## src/rtl/mpl_pkg.sv

```systemverilog
package mpl_pkg;
   // lane counts: equal in and out, so the output rate ratio m/n is one
   localparam int LANES  = 4;
   localparam int ERR_W  = 16;
   localparam int SYNC_W = 2 * LANES + LANES + 3;

   // register byte offsets
   localparam logic [7:0] OFS_CTRL1    = 8'h00;
   localparam logic [7:0] OFS_LB_ABIL  = 8'h04;
   localparam logic [7:0] OFS_RLB_ABIL = 8'h08;
   localparam logic [7:0] OFS_PAT_ABIL = 8'h0c;
   localparam logic [7:0] OFS_PAT_CTRL = 8'h10;
   localparam logic [7:0] OFS_STATUS   = 8'h14;
   localparam logic [3:0] OFS_ERR_HI   = 4'h2;

   // field positions
   localparam int CTRL_LOCAL_LB  = 0;
   localparam int CTRL_REMOTE_LB = 1;
   localparam int LB_ABIL_BIT    = 0;
   localparam int RLB_ABIL_BIT   = 15;
   localparam int PAT_LONG_SEL   = 7;
   localparam int PAT_TX_GEN     = 3;
   localparam int PAT_TX_CHK     = 2;
   localparam int PAT_RX_GEN     = 1;
   localparam int STAT_SIG_OK    = 0;

   // reset values and constant read values
   localparam logic [1:0]  CTRL1_RST     = 2'h0;
   localparam logic [7:0]  PAT_CTRL_RST  = 8'h00;
   localparam logic [7:0]  PAT_CTRL_MASK = 8'h8e;
   localparam logic [31:0] PAT_ABIL_VAL  = 32'h0000_000e;

   // checker must see a full register of bits before judging
   localparam logic [4:0] CHK_FILL = 5'h1f;

   // distinct nonzero seeds, tx lanes first then rx lanes
   localparam logic [30:0] SEED [2*LANES] = '{
      31'h1f3a_5c21, 31'h2b61_9e07, 31'h0d4c_73f5, 31'h3e18_a6b9,
      31'h15e7_40cd, 31'h3092_b85e, 31'h0a5f_1d63, 31'h27c3_e90b};

   // status levels coming up from the lower interface
   typedef struct packed {
      logic             lower_ok;
      logic [LANES-1:0] cdr_lock;
      logic             deskew_ready;
   } mpl_link_stat_t;
endpackage : mpl_pkg

```

## src/rtl/mpl_core.sv

```systemverilog
`timescale 1ns/100ps
// Operation
// [RULE1] output lanes run at m/n input rate
// [RULE2] output lanes may be clocked independently
// [RULE3] derive client status from lower status
// [RULE4] lock and deskew fill gate good status
// [RULE5] local loopback offered, behaves as described
// [RULE6] local loopback returns tx bits lane-wise
// [RULE7] tx muxing continues during local loopback
// [RULE8] local loopback ability flag read-only
// [RULE9] control bit enters and leaves local loopback
// [RULE10] remote loopback returns rx bits lane-wise
// [RULE11] rx muxing continues during remote loopback
// [RULE12] remote ability flag and control bit
// [RULE13] remote loopback sits near medium attachment
// [RULE14] generator ability flags read-only
// [RULE15] checker ability flags read-only
// [RULE16] select plus tx generate sends pattern down
// [RULE17] lanes use independent pattern seeds
// [RULE18] select plus rx generate sends pattern up
// [RULE19] rx generator forces good status upward
// [RULE20] generator off resumes normal muxing
// [RULE21] select plus tx check checks client lanes
// [RULE22] count one per isolated bit error
// [RULE23] muxing continues; disabled check stops counting
// [RULE24] tx check bit two, select bit seven
// [RULE25] polynomial x31+x28+1, self-synchronising checker
// [RULE26] pattern beats loopback on same lanes
module mpl_core (
   // clock and reset
   input  wire logic                         pclk,
   input  wire logic                         presetn,
   // apb slave
   input  wire logic                         psel,
   input  wire logic                         penable,
   input  wire logic                         pwrite,
   input  wire logic [7:0]                   paddr,
   input  wire logic [31:0]                  pwdata,
   output logic      [31:0]                  prdata,
   output logic                              pready,
   output logic                              pslverr,
   // lane bit clock and lanes, all asynchronous
   input  wire logic                         lane_clk,
   input  wire logic [mpl_pkg::LANES-1:0]    tx_in,
   input  wire logic [mpl_pkg::LANES-1:0]    rx_in,
   input  wire mpl_pkg::mpl_link_stat_t      link_stat,
   // lanes out
   output logic                              lane_clk_out,
   output logic      [mpl_pkg::LANES-1:0]    tx_out,
   output logic      [mpl_pkg::LANES-1:0]    rx_out,
   output logic                              sig_ok
);
   localparam int L = mpl_pkg::LANES;
   localparam int W = mpl_pkg::SYNC_W;
   localparam int ERR_W_C = mpl_pkg::ERR_W;   // error counter width

   // three-stage synchronisers and agreement filter
   logic [W-1:0] sync0_ff;      // first stage, read only by second
   logic [W-1:0] sync1_ff;
   logic [W-1:0] sync2_ff;
   logic [W-1:0] filt_ff;       // accepted levels
   logic [W-1:0] nxt_filt;
   wire  [W-1:0] async_in = {lane_clk, tx_in, rx_in, link_stat};

   // a bit only changes once stages two and three agree
   generate
      for (genvar b = 0; b < W; b++) begin : g_filt
         assign nxt_filt[b] = (sync1_ff[b] == sync2_ff[b]) ? sync2_ff[b] : filt_ff[b];
      end
   endgenerate

   // synchroniser chain
   always_ff @(posedge pclk or negedge presetn) begin
      if (!presetn) begin
         sync0_ff <= '0;
         sync1_ff <= '0;
         sync2_ff <= '0;
         filt_ff  <= '0;
      end else begin
         sync0_ff <= async_in;
         sync1_ff <= sync0_ff;
         sync2_ff <= sync1_ff;
         filt_ff  <= nxt_filt;
      end
   end

   // unpack filtered view
   wire                         clk_now  = nxt_filt[W-1];
   wire                         clk_old  = filt_ff[W-1];
   wire [L-1:0]                 tx_s     = nxt_filt[W-2 -: L];
   wire [L-1:0]                 rx_s     = nxt_filt[W-2-L -: L];
   mpl_pkg::mpl_link_stat_t     st_s;
   assign st_s = nxt_filt[L+1:0];
   // lane data is taken at the accepted rising edge of the lane clock
   wire                         bit_edge = clk_now & ~clk_old;

   // registers
   logic [1:0]         ctrl1_ff;     // loopback enables
   logic [7:0]         pat_ctrl_ff;  // test-pattern control
   logic [31:0]        prdata_ff;
   logic               pready_ff;
   logic               pslverr_ff;
   logic               sig_ok_ff;
   logic               lclk_out_ff;
   logic [L-1:0]       tx_out_ff;
   logic [L-1:0]       rx_out_ff;
   logic [L-1:0]       nxt_tx;
   logic [L-1:0]       nxt_rx;
   logic [L-1:0]       err_rd;       // clear strobes per counter
   logic [ERR_W_C-1:0] err_cnt [L];

   // mode decode
   wire lb_local  = ctrl1_ff[mpl_pkg::CTRL_LOCAL_LB];
   wire lb_remote = ctrl1_ff[mpl_pkg::CTRL_REMOTE_LB];
   wire long_sel  = pat_ctrl_ff[mpl_pkg::PAT_LONG_SEL];
   wire tx_gen_on = long_sel & pat_ctrl_ff[mpl_pkg::PAT_TX_GEN];    // RULE16
   wire rx_gen_on = long_sel & pat_ctrl_ff[mpl_pkg::PAT_RX_GEN];    // RULE18
   wire tx_chk_on = long_sel & pat_ctrl_ff[mpl_pkg::PAT_TX_CHK];    // RULE24

   // apb phases: one wait state, so pready comes from a flop
   wire apb_acc   = psel & penable & ~pready_ff;
   wire apb_done  = psel & penable & pready_ff;
   wire apb_wr    = apb_done & pwrite;
   wire apb_rd    = apb_done & ~pwrite;

   // address decode
   wire hit_ctrl  = (paddr == mpl_pkg::OFS_CTRL1);
   wire hit_lab   = (paddr == mpl_pkg::OFS_LB_ABIL);
   wire hit_rlab  = (paddr == mpl_pkg::OFS_RLB_ABIL);
   wire hit_pab   = (paddr == mpl_pkg::OFS_PAT_ABIL);
   wire hit_pctl  = (paddr == mpl_pkg::OFS_PAT_CTRL);
   wire hit_stat  = (paddr == mpl_pkg::OFS_STATUS);
   wire hit_err   = (paddr[7:4] == mpl_pkg::OFS_ERR_HI) && (paddr[1:0] == 2'h0);
   wire [1:0] eix = paddr[3:2];
   wire hit_any   = hit_ctrl | hit_lab | hit_rlab | hit_pab | hit_pctl | hit_stat | hit_err;

   // read mux; unmapped reads give zero
   wire [31:0] rd_val =
      hit_ctrl ? {30'h0, ctrl1_ff} :
      hit_lab  ? (32'h1 << mpl_pkg::LB_ABIL_BIT) :                  // RULE8
      hit_rlab ? (32'h1 << mpl_pkg::RLB_ABIL_BIT) :                 // RULE12
      hit_pab  ? mpl_pkg::PAT_ABIL_VAL :                             // RULE14 RULE15
      hit_pctl ? {24'h0, pat_ctrl_ff} :
      hit_stat ? {31'h0, sig_ok_ff} :
      hit_err  ? {16'h0, err_cnt[eix]} :
                 32'h0;

   // bus answer flops; data is stable for the whole ready cycle
   always_ff @(posedge pclk or negedge presetn) begin
      if (!presetn) begin
         pready_ff  <= 1'b0;
         prdata_ff  <= 32'h0;
         pslverr_ff <= 1'b0;
      end else begin
         pready_ff  <= apb_acc;
         prdata_ff  <= apb_acc ? (pwrite ? 32'h0 : rd_val) : prdata_ff;
         pslverr_ff <= apb_acc & ~hit_any;
      end
   end

   // control registers change only on the completing edge
   always_ff @(posedge pclk or negedge presetn) begin
      if (!presetn) begin
         ctrl1_ff    <= mpl_pkg::CTRL1_RST;
         pat_ctrl_ff <= mpl_pkg::PAT_CTRL_RST;
      end else begin
         if (apb_wr && hit_ctrl)
            ctrl1_ff <= pwdata[1:0];                                 // RULE9 RULE12 RULE5
         if (apb_wr && hit_pctl)
            pat_ctrl_ff <= pwdata[7:0] & mpl_pkg::PAT_CTRL_MASK;
      end
   end

   // per-lane generators, checker and counters
   generate
      for (genvar i = 0; i < L; i++) begin : g_lane
         logic [30:0]        gtx_ff;   // pattern toward lower interface
         logic [30:0]        grx_ff;   // pattern toward client
         logic [30:0]        chk_ff;   // last client bits, predicted bits once full
         logic [4:0]         fill_ff;  // bits seen since check start
         logic [ERR_W_C-1:0] cnt_ff;
         // x31 + x28 + 1 feedback
         wire gtx_bit = gtx_ff[30] ^ gtx_ff[27];                     // RULE25
         wire grx_bit = grx_ff[30] ^ grx_ff[27];
         wire pred    = chk_ff[30] ^ chk_ff[27];
         wire full    = (fill_ff == mpl_pkg::CHK_FILL);
         wire err     = bit_edge & tx_chk_on & full & (tx_s[i] != pred); // RULE21
         wire sat     = &cnt_ff;
         assign err_rd[i]  = apb_rd & hit_err & (eix == 2'(i));
         assign err_cnt[i] = cnt_ff;
         // pattern wins over loopback on the same lane
         assign nxt_tx[i] = tx_gen_on ? gtx_bit :                    // RULE26 RULE20
                            lb_remote ? rx_s[i] : tx_s[i];           // RULE10 RULE7 RULE13
         assign nxt_rx[i] = rx_gen_on ? grx_bit :
                            lb_local  ? tx_s[i] : rx_s[i];           // RULE6 RULE11

         // generator state runs only while its pattern is sent
         always_ff @(posedge pclk or negedge presetn) begin
            if (!presetn) begin
               gtx_ff <= mpl_pkg::SEED[i];                           // RULE17
               grx_ff <= mpl_pkg::SEED[L+i];
            end else begin
               if (bit_edge && tx_gen_on)
                  gtx_ff <= {gtx_ff[29:0], gtx_bit};
               if (bit_edge && rx_gen_on)
                  grx_ff <= {grx_ff[29:0], grx_bit};
            end
         end

         // checker reseeds from the data itself, then judges
         always_ff @(posedge pclk or negedge presetn) begin
            if (!presetn) begin
               chk_ff  <= 31'h0;
               fill_ff <= 5'h0;
            end else if (!tx_chk_on) begin
               fill_ff <= 5'h0;                                      // RULE23
            end else if (bit_edge) begin
               // once locked the predicted bit is kept, so one flipped bit counts
               // once instead of three times; a stream that never locks needs the
               // check to be switched off and on again
               chk_ff  <= {chk_ff[29:0], full ? pred : tx_s[i]};     // RULE25 RULE22
               fill_ff <= full ? fill_ff : fill_ff + 5'h1;
            end
         end

         // clear on read; an error in the read cycle still counts
         always_ff @(posedge pclk or negedge presetn) begin
            if (!presetn)
               cnt_ff <= '0;
            else if (err_rd[i])
               cnt_ff <= err ? ERR_W_C'(1) : '0;
            else if (err && !sat)
               cnt_ff <= cnt_ff + ERR_W_C'(1);                       // RULE22
         end
      end
   endgenerate

   // lane outputs and regenerated clock; one clock serves all lanes
   always_ff @(posedge pclk or negedge presetn) begin
      if (!presetn) begin
         tx_out_ff   <= '0;
         rx_out_ff   <= '0;
         lclk_out_ff <= 1'b0;
         sig_ok_ff   <= 1'b0;
      end else begin
         lclk_out_ff <= clk_now;                                     // RULE1 RULE2
         if (bit_edge) begin
            tx_out_ff <= nxt_tx;
            rx_out_ff <= nxt_rx;
         end
         // status logic: lower status, lane locks and deskew fill
         sig_ok_ff <= rx_gen_on |                                    // RULE19
                      (st_s.lower_ok & (&st_s.cdr_lock)              // RULE3
                       & st_s.deskew_ready);                         // RULE4
      end
   end

   assign prdata       = prdata_ff;
   assign pready       = pready_ff;
   assign pslverr      = pslverr_ff;
   assign lane_clk_out = lclk_out_ff;
   assign tx_out       = tx_out_ff;
   assign rx_out       = rx_out_ff;
   assign sig_ok       = sig_ok_ff;
endmodule : mpl_core

```

## config.mk

```make
export PLATFORM = sky130hd
export DESIGN_NAME = mpl_core
export DESIGN_NICKNAME = d
export VERILOG_FILES = /design/src/rtl/mpl_pkg.sv /design/src/rtl/mpl_core.sv
export SDC_FILE = /design/constraint.sdc
export NUM_CORES = 1
export LEC_CHECK = 0
export ABC_AREA = 1
export CORE_AREA = 2 2 284 286
export CTS_BUF_LIST = sky130_fd_sc_hd__clkbuf_2
export DETAILED_ROUTE_END_ITERATION = 10
export DIE_AREA = 0 0 286 288
export DONT_BUFFER_PORTS = 1
export SLEW_MARGIN = 25
export SYNTH_ARGS = -nofsm -noshare
export SYNTH_HDL_FRONTEND = slang
export SYNTH_SLANG_ARGS = --single-unit
```

## constraint.sdc

```tcl
create_clock -name pclk -period 1.69 [get_ports pclk]
set_input_delay 0.2535 -clock pclk [delete_from_list [all_inputs] [get_ports pclk]]
set_output_delay 0.2535 -clock pclk [all_outputs]
set_load 0.01 [all_outputs]
```

# Yosys cells after proc, flatten, opt, wreduce, memory -nomap -nowiden
# Cells that the tools add are included.
dict set report op_classes {
  magnitude_cmp 1
  eq_ne 37
  n_mux 70
  bitwise 50
  reduce_logical 30
  addsub 8
}
# operator count
set op_table {}
lappend op_table {{2-to-1 mux 16 bit} 18}
lappend op_table {{adder 16 x 1 -> 16 bit (second input constant)} 4}
lappend op_table {{AND reduction 16 bit} 4}
lappend op_table {{2-to-1 mux 5 bit} 12}
lappend op_table {{2-to-1 mux 1 bit} 39}
lappend op_table {{binary-select mux 16 bit (select 2 bit)} 1}
lappend op_table {{AND 1 bit} 26}
lappend op_table {{adder 5 x 1 -> 5 bit (second input constant)} 4}
lappend op_table {{== test 5 bit (second input constant)} 4}
lappend op_table {{== test 8 x 4 -> 1 bit (second input constant)} 2}
lappend op_table {{== test 8 x 5 -> 1 bit (second input constant)} 2}
lappend op_table {{== test 1 bit} 15}
lappend op_table {{XOR 1 bit} 12}
lappend op_table {{inequality test 2 bit (second input constant)} 5}
lappend op_table {{AND reduction 2 bit} 5}
lappend op_table {{logical AND 1 bit} 9}
lappend op_table {{== test 8 x 3 -> 1 bit (second input constant)} 1}
lappend op_table {{logical NOT 8 bit} 1}
lappend op_table {{nonzero test 2 bit} 4}
lappend op_table {{bitwise OR 1 bit} 7}
lappend op_table {{== test 2 bit (second input constant)} 2}
lappend op_table {{== test 4 x 2 -> 1 bit (second input constant)} 1}
lappend op_table {{logical NOT 1 bit} 4}
lappend op_table {{logical NOT 2 bit} 2}
lappend op_table {{other kinds (6)} 12}
dict set report word_totals {
  in_bits 60
  output_inout_bits 44
  reg_bits 566
}

# Longest topological paths before layout
# Gate-level depths: netlist of run 1.
dict set report logic_depth {
  depth_word 12
  ltp_mapped 11
}

# Least setup slack after synthesis of run 1
# No wires, ideal clock.
dict set report synth_path {
  path_type {reg2reg}
  startpoint {reg g_lane[1].fill_ff[0]}
  endpoint {reg g_lane[1].cnt_ff[13]}
  arrival_ns 1.545
  path_buffers 1
  slack_ns 0.027
  required_time_ns 1.572
  path_stages_with_launch 11
  synth_period_minus_slack_ns 1.663
  cell_sequence {dfrtp_1 > ha_1 > inv_1 > nor3_1 > ha_1 > inv_1 > nor2_2 > nand3_2 > buf_2 > nand3_1 > nand2_1}
}
dict set report synth_via {
  elab_chain_cells 5
}
# element line
set synth_rtl {}
lappend synth_rtl {{start, declared} mpl_core.sv:180} ;# logic [4:0] fill_ff;
lappend synth_rtl {{start signal, assigned} mpl_core.sv:222} ;# fill_ff <= full ? fill_ff : fill_ff + 5'h1;
lappend synth_rtl {{== test 5 bit} mpl_core.sv:186} ;# wire full = (fill_ff == mpl_pkg::CHK_FILL);
lappend synth_rtl {{AND 1 bit (2 in a row)} mpl_core.sv:187} ;# wire err = bit_edge & tx_chk_on & full & (tx_s[i] != pred);
lappend synth_rtl {{logical AND 1 bit} mpl_core.sv:232} ;# else if (err && !sat)
lappend synth_rtl {{nonzero test 2 bit (no source line)} -}
lappend synth_rtl {{end signal, assigned} mpl_core.sv:231} ;# cnt_ff <= err ? ERR_W_C'(1) : '0;
lappend synth_rtl {{end signal, assigned} mpl_core.sv:233} ;# cnt_ff <= cnt_ff + ERR_W_C'(1);
lappend synth_rtl {{end, declared} mpl_core.sv:181} ;# logic [ERR_W_C-1:0] cnt_ff;
# No other way between the ends.
# A chain may end at the register's enable or synchronous reset.

# Worst setup path after layout of run 1
dict set report layout_path {
  startpoint {reg pready_ff, in the netlist pready}
  endpoint {out pready}
}
# element line
set layout_lines {}
lappend layout_lines {{start, declared} mpl_core.sv:101} ;# logic pready_ff;
lappend layout_lines {{start signal, assigned} mpl_core.sv:155} ;# pready_ff <= apb_acc;
lappend layout_lines {{end, declared} mpl_core.sv:40} ;# output logic pready,
# No word-level cell between the ends.

==> results of run 1 <==
[layout by cell type (no fill, tap or decap), types with 10 or more instances in the layout]
| cell type | synthesis | layout |
|---|---|---|
| sky130_fd_sc_hd__buf_6 | 1 | 33 |
| sky130_fd_sc_hd__inv_2 | 8 | 17 |
| sky130_fd_sc_hd__dlygate4sd3_1 | 0 | 82 |
| sky130_fd_sc_hd__nand3_1 | 165 | 125 |
| sky130_fd_sc_hd__nand2_4 | 1 | 21 |
| sky130_fd_sc_hd__buf_16 | 0 | 15 |
| sky130_fd_sc_hd__o21ai_0 | 86 | 68 |
| sky130_fd_sc_hd__clkbuf_2 | 0 | 225 |
| sky130_fd_sc_hd__nand2_1 | 1418 | 1317 |
| sky130_fd_sc_hd__nor3_1 | 12 | 11 |
| sky130_fd_sc_hd__buf_8 | 0 | 13 |
| sky130_fd_sc_hd__dfrtp_1 | 425 | 407 |
| sky130_fd_sc_hd__nand3_2 | 9 | 43 |
| sky130_fd_sc_hd__dfrtp_2 | 0 | 18 |
| sky130_fd_sc_hd__o21ai_1 | 1 | 13 |
| sky130_fd_sc_hd__o22ai_1 | 10 | 10 |
| sky130_fd_sc_hd__xor2_1 | 30 | 30 |
| sky130_fd_sc_hd__nand4_1 | 26 | 26 |
| sky130_fd_sc_hd__a21oi_1 | 23 | 23 |
| sky130_fd_sc_hd__conb_1 | 1 | 16 |
| sky130_fd_sc_hd__buf_4 | 21 | 108 |
| sky130_fd_sc_hd__clkbuf_16 | 0 | 39 |
| sky130_fd_sc_hd__dfstp_2 | 124 | 124 |
| sky130_fd_sc_hd__inv_1 | 152 | 141 |
| sky130_fd_sc_hd__clkinv_1 | 1 | 24 |
| sky130_fd_sc_hd__nor2_1 | 131 | 115 |
| sky130_fd_sc_hd__nor2_4 | 5 | 18 |
| sky130_fd_sc_hd__buf_12 | 0 | 28 |
| sky130_fd_sc_hd__nand2_2 | 4 | 82 |
[through the flow]
step	area, um2	worst slack, ns
2_1_floorplan	23700	0.0266
3_3_place_gp	25600	-0.0384
3_5_place_dp	25600	-0.0376
4_1_cts	27900	-0.652
5_1_grt	30900	-0.617
6_report	30900	-0.473
[cell type report]
| class | count | area, um2 |
|---|---|---|
| clock buffer | 225 | 1130 |
| fill | 7943 | 48700 |
| multi-input combinational | 2005 | 9420 |
| timing repair buffer | 320 | 4170 |
| inverter | 161 | 649 |
| tap | 1060 | 1330 |
| sequential | 549 | 13900 |
| clock inverter | 41 | 229 |
| timing repair inverter | 5 | 95.1 |
| antenna | 3 | 7.51 |
[repair_timing]
item | CTS | global route
resized for setup | 36 | 345
pin swaps | 2 | 70
hold buffers | 81 | 5
setup endpoints to repair | 90 | 363
buffers inserted | 4 | 43
hold endpoints to repair | 652 | 342
gates cloned | 1 | 65
[worst min path at each step]
stage                 start                          endpoint  slack (ns)  depth (start not counted)
detailed placement  presetn  g_lane[2].chk_ff[16]$_DFFE_PN0P_        0.05                          0
CTS                 presetn  g_lane[3].chk_ff[19]$_DFFE_PN0P_       -1.46                          0
global placement    presetn  g_lane[2].chk_ff[16]$_DFFE_PN0P_        0.06                          0
finish              presetn  g_lane[2].chk_ff[16]$_DFFE_PN0P_       -1.36                          0
global route        presetn  g_lane[2].chk_ff[14]$_DFFE_PN0P_       -1.53                          0
floorplan           presetn           ctrl1_ff[0]$_DFFE_PN0P_       -0.04                          0
[power breakdown]
part	internal [mW]	switching (mW)
combinational	0.339	0.601
sequential	13.3	0.137
clock	3.63	5.86
[layer usage]
| metal | up-vias | GRT usage [%] |
|---|---|---|
| li1 | 9573 | - |
| met1 | 9156 | 18.2 |
| met2 | 450 | 19.6 |
| met3 | 123 | 4.08 |
| met4 | 4 | 5.47 |
| met5 | - | 0 |
[cells in the mapped netlist (2+ instances only)]
master	instances	area share, %
sky130_fd_sc_hd__a21o_1	2	0.064
sky130_fd_sc_hd__a21oi_1	23	0.49
sky130_fd_sc_hd__a22oi_1	3	0.095
sky130_fd_sc_hd__a31oi_1	4	0.11
sky130_fd_sc_hd__buf_1	6	0.095
sky130_fd_sc_hd__buf_2	50	1.1
sky130_fd_sc_hd__buf_4	21	0.67
sky130_fd_sc_hd__clkbuf_1	42	0.67
sky130_fd_sc_hd__dfrtp_1	425	45
sky130_fd_sc_hd__dfstp_2	124	14
sky130_fd_sc_hd__ha_1	12	0.64
sky130_fd_sc_hd__inv_1	152	2.4
sky130_fd_sc_hd__inv_2	8	0.13
sky130_fd_sc_hd__maj3_1	3	0.13
sky130_fd_sc_hd__nand2_1	1418	23
sky130_fd_sc_hd__nand2_2	4	0.11
sky130_fd_sc_hd__nand3_1	165	3.5
sky130_fd_sc_hd__nand3_2	9	0.38
sky130_fd_sc_hd__nand3b_1	4	0.13
sky130_fd_sc_hd__nand4_1	26	0.69
sky130_fd_sc_hd__nor2_1	131	2.1
sky130_fd_sc_hd__nor2_2	6	0.16
sky130_fd_sc_hd__nor2_4	5	0.24
sky130_fd_sc_hd__nor3_1	12	0.25
sky130_fd_sc_hd__o211ai_1	7	0.22
sky130_fd_sc_hd__o21ai_0	86	1.8
sky130_fd_sc_hd__o21bai_1	9	0.29
sky130_fd_sc_hd__o22ai_1	10	0.27
sky130_fd_sc_hd__xnor2_1	9	0.33
sky130_fd_sc_hd__xor2_1	30	1.1
[state kept, by name, indices dropped and copies added, names as in the netlist, 16 cells and up]
register,cells
g_lane.chk_ff,124
prdata,16
g_lane.grx_ff,124
g_lane.fill_ff,20
g_lane.gtx_ff,124
g_lane.cnt_ff,64
[logic make-up after synthesis]
logic type | Yosys count
and+or+nand+nor | 1785
xor gates and xnor gates | 39
AOI/OAI and AO/OA | 148
DFF | 549
adders and majority gates | 15
other | 1
buffers and inverters | 281
==> impl_metrics.sql, run 1 <==
INSERT INTO impl_metrics (metric_group, metric, value, unit) VALUES
('status', 'status', 'complete, but fails checks', ''),
('status', 'failed_checks', 'negative hold slack, negative setup slack', ''),
('critical_path', 'crit_buf_inv', '1', ''),
('route', 'drc_errors', '0', ''),
('grt', 'grt_usage', '13.3', '%'),
('synth', 'synth_adder_area_share', '0.763', '%'),
('cts', 'clkSlewWorstSetupHoldPaths', '0.11', 'ns'),
('synth', 'synth_cell_types', '42', ''),
('sta', 'finalHoldViolations', '296', ''),
('synth', 'yosysSeqAreaShare', '58.9', '%'),
('route', 'drtAntennaViolNets', '0', ''),
('finish', 'layout.nets', '3259', ''),
('synth', 'synth_compound_gate_area_share', '3.48', '%'),
('floorplanning', 'i_o_pins', '104', ''),
('route', 'routed_wl', '61.9', 'mm'),
('place', 'io_buffer_count', '0', ''),
('critical_path', 'element_type_at_the_critical_path_end', 'output port', ''),
('critical_path', 'cp_delay_by_family_top', 'flip-flops', ''),
('finish', 'area_growth_syn_to_layout', '31.1', '%'),
('floorplanning', 'die_width', '286', 'um'),
('place', 'placedCellCount', '3902', ''),
('cts', 'cts_tree', 'yes', ''),
('critical_path', 'r2r_setup_slack', '-0.36', 'ns'),
('synth', 'syn_area_per_cell', '8.37', 'um2'),
('grt', 'gr-total-overflow', '0', ''),
('route', 'dr.pass1.iters', '5', ''),
('place', 'gp_routability_congestion', '0.864', ''),
('route', 'route.layer.met1.wl', '27.8', 'mm'),
('synth', 'synth_seq_cells', '549', ''),
('finish', 'fin_cells', '4369', ''),
('critical_path', 'reg2reg_from', 'filt_ff[14]$_DFF_PN0_', ''),
('power_and_ir_drop', 'power-per-cell-area', '771', 'nW/um2'),
('critical_path', 'worst_ep_arrival_time', '1.91', 'ns'),
('synth', 'synth_area', '23600', 'um2'),
('route', 'route.met2.wl', '28.9', 'mm'),
('critical_path', 'worstSetupStartpointType', 'flip-flop', ''),
('synth', 'syn_inst', '2818', ''),
('floorplanning', 'initial_core_util', '29.6', '%'),
('critical_path', 'reg2regPathDepth', '13', ''),
('critical_path', 'worstPathCellList', 'buf_6', ''),
('floorplanning', 'std_cell_rows', '104', ''),
('sta', 'maxSlewHeadroom', '28.2', '%'),
('grt', 'grt_first_pass_wirelength', '90.1', 'mm'),
('synth', 'ys_warn_count', '0', ''),
('critical_path', 'crit_path_max_incr_delay', '0.49', 'ns'),
('sta', 'maxSlewViolCount', '0', ''),
('floorplanning', 'core_region_area', '79600', 'um2'),
('critical_path', 'largest_fanout_on_the_critical_path', '2', ''),
('route', 'met3_wirelength', '3.62', 'mm'),
('route', 'routed.top_layer', 'met5', ''),
('sta', 'final.setup.tns', '-113.41', 'ns'),
('cts', 'clock_tree.buffer_depth', '3', ''),
('sta', 'postLayoutSetupSlackWorst', '-0.473', 'ns'),
('critical_path', 'capturing_element_of_the_worst_setup_path', 'pready', ''),
('synth', 'dominant_combinational_cell_family_by_area_after_synthesis', 'simple AND/OR/NAND/NOR gates', ''),
('synth', 'muxShareOfSynthArea', '0', '%'),
('floorplanning', 'die_area', '82400', 'um2'),
('sta', 'hold_ws', '-1.36', 'ns'),
('grt', 'largest_net_degree_at_the_start_of_global_routing', '550', ''),
('critical_path', 'rr_endpoint', 'g_lane[2].cnt_ff[12]$_DFFE_PN0P_', ''),
('power_and_ir_drop', 'peak_vdd_ir', '0.574', 'mV'),
('route', 'drtIter0Drc', '1333', ''),
('critical_path', 'crit_cells', '1', ''),
('sta', 'fmax', '0.462', 'GHz'),
('power_and_ir_drop', 'power.static_leakage', '15.9', 'nW'),
('critical_path', 'timing.setup.critical_path_class', 'flip-flop to output port', ''),
('synth', 'synth_simple_gate_area_share', '30.3', '%'),
('sta', 'finalCritPeriodShare', '128', '%'),
('place', 'dp_hpwl', '32.9', 'mm'),
('sta', 'final-setup-viol-count', '492', ''),
('finish', 'final_util', '38.9', '%');
Power figures use the tool's default switching activity.
==> run 2: changes to the inputs <==
==> constraint.sdc (replaced) <==
create_clock -name pclk -period 2.1 [get_ports pclk]
set_input_delay 0.315 -clock pclk [delete_from_list [all_inputs] [get_ports pclk]]
set_output_delay 0.315 -clock pclk [all_outputs]
set_load 0.01 [all_outputs]
==> run 2 against run 1 <==
Compared with the run above:
- the flow finishes with violations (negative hold slack, max-slew violations, negative setup slack)
- count of clock-buffer cells in the layout fell by 8
- non-clock buffer count fell by 195
- cell count fell by 4.7%
- die area did not move
- combinational power fell by 53%
- global-route usage fell by 0.24 points
- sequential power fell by 19%
- hold slack improved by 0.20 ns
- sequential share of layout area rose by 6.2 points
- total power fell by 20%
- critical path depth did not move
- clock power fell by 17%
- critical path type unchanged
==> impl_metrics.sql, run 2 (synthesis results as in run 1) <==
INSERT INTO impl_metrics (metric_group, metric, value, unit) VALUES
('finish', 'area_growth_syn_to_layout', '15.2', '%'),
('sta', 'maxSlewHeadroom', '-50.2', '%'),
('power_and_ir_drop', 'power.static_leakage', '14.1', 'nW'),
('critical_path', 'worst_ep_arrival_time', '1.80', 'ns'),
('floorplanning', 'floorplan.die.height', '288', 'um'),
('power_and_ir_drop', 'power-per-cell-area', '703', 'nW/um2'),
('route', 'routed_wl', '52.0', 'mm'),
('route', 'drc_errors', '0', ''),
('cts', 'cts_sinks', '549', ''),
('critical_path', 'element_type_at_the_critical_path_end', 'output port', ''),
('flow_run', 'max-cap-violations', '0', ''),
('power_and_ir_drop', 'peak_vdd_ir', '0.529', 'mV'),
('route', 'drtAntennaViolNets', '0', ''),
('critical_path', 'worstPathCellList', 'buf_6', ''),
('route', 'drt-wirelength-per-cell', '12.5', 'um'),
('critical_path', 'worstSetupStartpointType', 'flip-flop', ''),
('place', 'io_buffer_count', '0', ''),
('critical_path', 'timing.setup.critical_path_class', 'flip-flop to output port', ''),
('route', 'dr.pass1.iters', '7', ''),
('critical_path', 'crit_cells', '1', ''),
('sta', 'maxSlewViolCount', '290', ''),
('critical_path', 'largest_fanout_on_the_critical_path', '2', ''),
('grt', 'largest_net_degree_at_the_start_of_global_routing', '550', ''),
('sta', 'grt_setup_unrepaired', 'yes', ''),
('sta', 'postLayoutSetupSlackWorst', '-0.0159', 'ns'),
('sta', 'finalHoldViolations', '531', ''),
('place', 'placedCellCount', '3818', ''),
('critical_path', 'reg2reg_from', 'pready$_DFF_PN0_', ''),
('floorplanning', 'die_area', '82400', 'um2'),
('finish', 'fin_cells', '4165', ''),
('grt', 'grt_pass1_vias', '17800', ''),
('cts', 'clk_lat_worst_skew', '1.27', 'ns'),
('sta', 'finalCritPeriodShare', '101', '%'),
('critical_path', 'r2r_setup_slack', '0.12', 'ns'),
('route', 'drtIter0Drc', '1421', ''),
('critical_path', 'crit_path_max_incr_delay', '0.41', 'ns'),
('cts', 'cts_made_buffers', '146', ''),
('cts', 'htreeDepth', '4', ''),
('critical_path', 'rr_endpoint', 'pat_ctrl_ff[7]$_DFFE_PN0P_', ''),
('finish', 'final_cell_area', '27200', 'um2'),
('finish', 'final_util', '34.1', '%'),
('grt', 'use_met1', '17.6', '%'),
('sta', 'fmax', '0.473', 'GHz'),
('grt', 'groute.layer.met3.usage', '4.29', '%'),
('finish', 'largestRegisters', 'g_lane.chk_ff x124, g_lane.grx_ff x124, g_lane.gtx_ff x124', ''),
('sta', 'post-route-min-period', '2.12', 'ns'),
('route', 'routed_via_density', '4.31', ''),
('cts', 'clkSlewWorstSetupHoldPaths', '0.10', 'ns'),
('critical_path', 'capturing_element_of_the_worst_setup_path', 'pready', ''),
('sta', 'final.setup.tns', '-0.0159', 'ns'),
('route', 'route.vias.total', '18000', ''),
('cts', 'root_buf_cell', 'sky130_fd_sc_hd__clkbuf_2', ''),
('floorplanning', 'die_width', '286', 'um'),
('critical_path', 'reg2regPathDepth', '5', ''),
('finish', 'mostFrequentLayoutCell', 'sky130_fd_sc_hd__nand2_1', ''),
('place', 'dp_hpwl', '31.2', 'mm'),
('grt', 'grt_util_met2', '19.2', '%'),
('floorplanning', 'i_o_pins', '104', ''),
('cts', 'clock_tree.buffer_depth', '3', ''),
('floorplanning', 'std_cell_rows', '104', ''),
('finish', 'post_route_cells_drive_above_1_share', '15.0', '%'),
('sta', 'transition_time_at_the_pin_with_the_least_slew_margin', '2.25', 'ns'),
('sta', 'finalClockSkew', '0.0930', 'ns'),
('sta', 'hold_ws', '-1.16', 'ns'),
('grt', 'grt_first_pass_wirelength', '88.6', 'mm'),
('critical_path', 'worstPathRequired', '1.78', 'ns'),
('finish', 'layout.nets', '3058', ''),
('status', 'failed_checks', 'negative hold slack, max-slew violations, negative setup slack', ''),
('worst_hold_path', 'min_path_type', 'primary input to async pin', ''),
('finish', 'layout.cells.most_common_list', 'sky130_fd_sc_hd__nand2_1 (1415), sky130_fd_sc_hd__dfrtp_1 (412), sky130_fd_sc_hd__clkbuf_2 (217)', ''),
('place', 'gp_routability_congestion', '0.890', ''),
('place', 'post_dp_cell_area', '24900', 'um2'),
('critical_path', 'critical-path-slowest-cell', 'sky130_fd_sc_hd__dfrtp_1', ''),
('grt', 'number_of_antenna_violations_at_the_first_check_in_global_routing', '7', ''),
('floorplanning', 'core_region_area', '79600', 'um2'),
('critical_path', 'crit_buf_inv', '1', ''),
('cts', 'cts_tree', 'yes', ''),
('critical_path', 'cp-startpoint', 'pready$_DFF_PN0_', ''),
('grt', 'global_route_hottest_layer', 'met2', ''),
('floorplanning', 'initial_core_util', '29.6', '%'),
('grt', 'gr-total-overflow', '0', ''),
('status', 'status', 'complete, but fails checks', ''),
('critical_path', 'cp_delay_by_family_top', 'flip-flops', ''),
('sta', 'final-setup-viol-count', '1', ''),
('grt', 'grt_usage', '13.1', '%');
run 2: changes by cell type in the layout (fill, tap and decap cells not counted), moves of 31 or more:
cell and delta:
sky130_fd_sc_hd__buf_4 -76, sky130_fd_sc_hd__buf_6 -31, sky130_fd_sc_hd__clkbuf_16 -39, sky130_fd_sc_hd__nand2_1 +98, sky130_fd_sc_hd__nand2_2 -77, sky130_fd_sc_hd__nand3_1 +40, sky130_fd_sc_hd__nand3_2 -34
run 2: worst min-delay path by stage:
stage | start | cells after the start | slack, ns | endpoint
2_1_floorplan | presetn | 0 | 0.02 | ctrl1_ff[0]$_DFFE_PN0P_
3_3_place_gp | presetn | 0 | 0.11 | g_lane[2].chk_ff[13]$_DFFE_PN0P_
3_5_place_dp | presetn | 0 | 0.11 | g_lane[2].chk_ff[13]$_DFFE_PN0P_
4_1_cts | presetn | 0 | -1.37 | g_lane[3].cnt_ff[6]$_DFFE_PN0P_
5_1_grt | presetn | 0 | -1.33 | g_lane[2].chk_ff[30]$_DFFE_PN0P_
6_report | presetn | 0 | -1.16 | g_lane[3].gtx_ff[24]$_DFFE_PN0P_
run 2: what timing repair did:
action / in CTS / in global routing
setup buffers: 2 / 2
resized for setup: 14 / 9
pin swaps: 0 / 3
hold endpoints to repair: 652 / 562
endpoints found under the setup margin: 28 / 64
hold buffers: 79 / 1
run 2: metrics by stage:
stage                     total power [mW]  setup WS (ns)
after floorplan                       11.2          0.437
after global placement                11.3          0.126
after detailed placement              11.3          0.143
after CTS                             19.5         -0.196
after global routing                  20.1         -0.183
final                                 19.1        -0.0159
run 2: layout make-up:
| cell class | instances | area, um2 |
|---|---|---|
| Inverter | 161 | 609 |
| Fill cell | 8353 | 52400 |
| Antenna cell | 3 | 7.51 |
| Tap cell | 1060 | 1330 |
| Timing Repair Buffer | 125 | 1330 |
| Sequential cell | 549 | 13900 |
| Clock buffer | 217 | 1090 |
| Multi-Input combinational cell | 2003 | 8590 |
| Clock inverter | 47 | 330 |
run 2: layer usage:
layer,wire length (um),vias up
met5,49,-
met4,1330,8
met3,3190,105
met2,22100,339
li1,-,9162
met1,25300,8352
run 2: report_power, final:
group / leakage, nW / switching [mW] / internal [mW] / total (mW)
sequential: 6.97 / 0.104 / 10.7 / 10.8
combinational: 6.10 / 0.252 / 0.187 / 0.439
clock: 1.05 / 4.57 / 3.30 / 7.87
total: 14.1 / 4.92 / 14.2 / 19.1
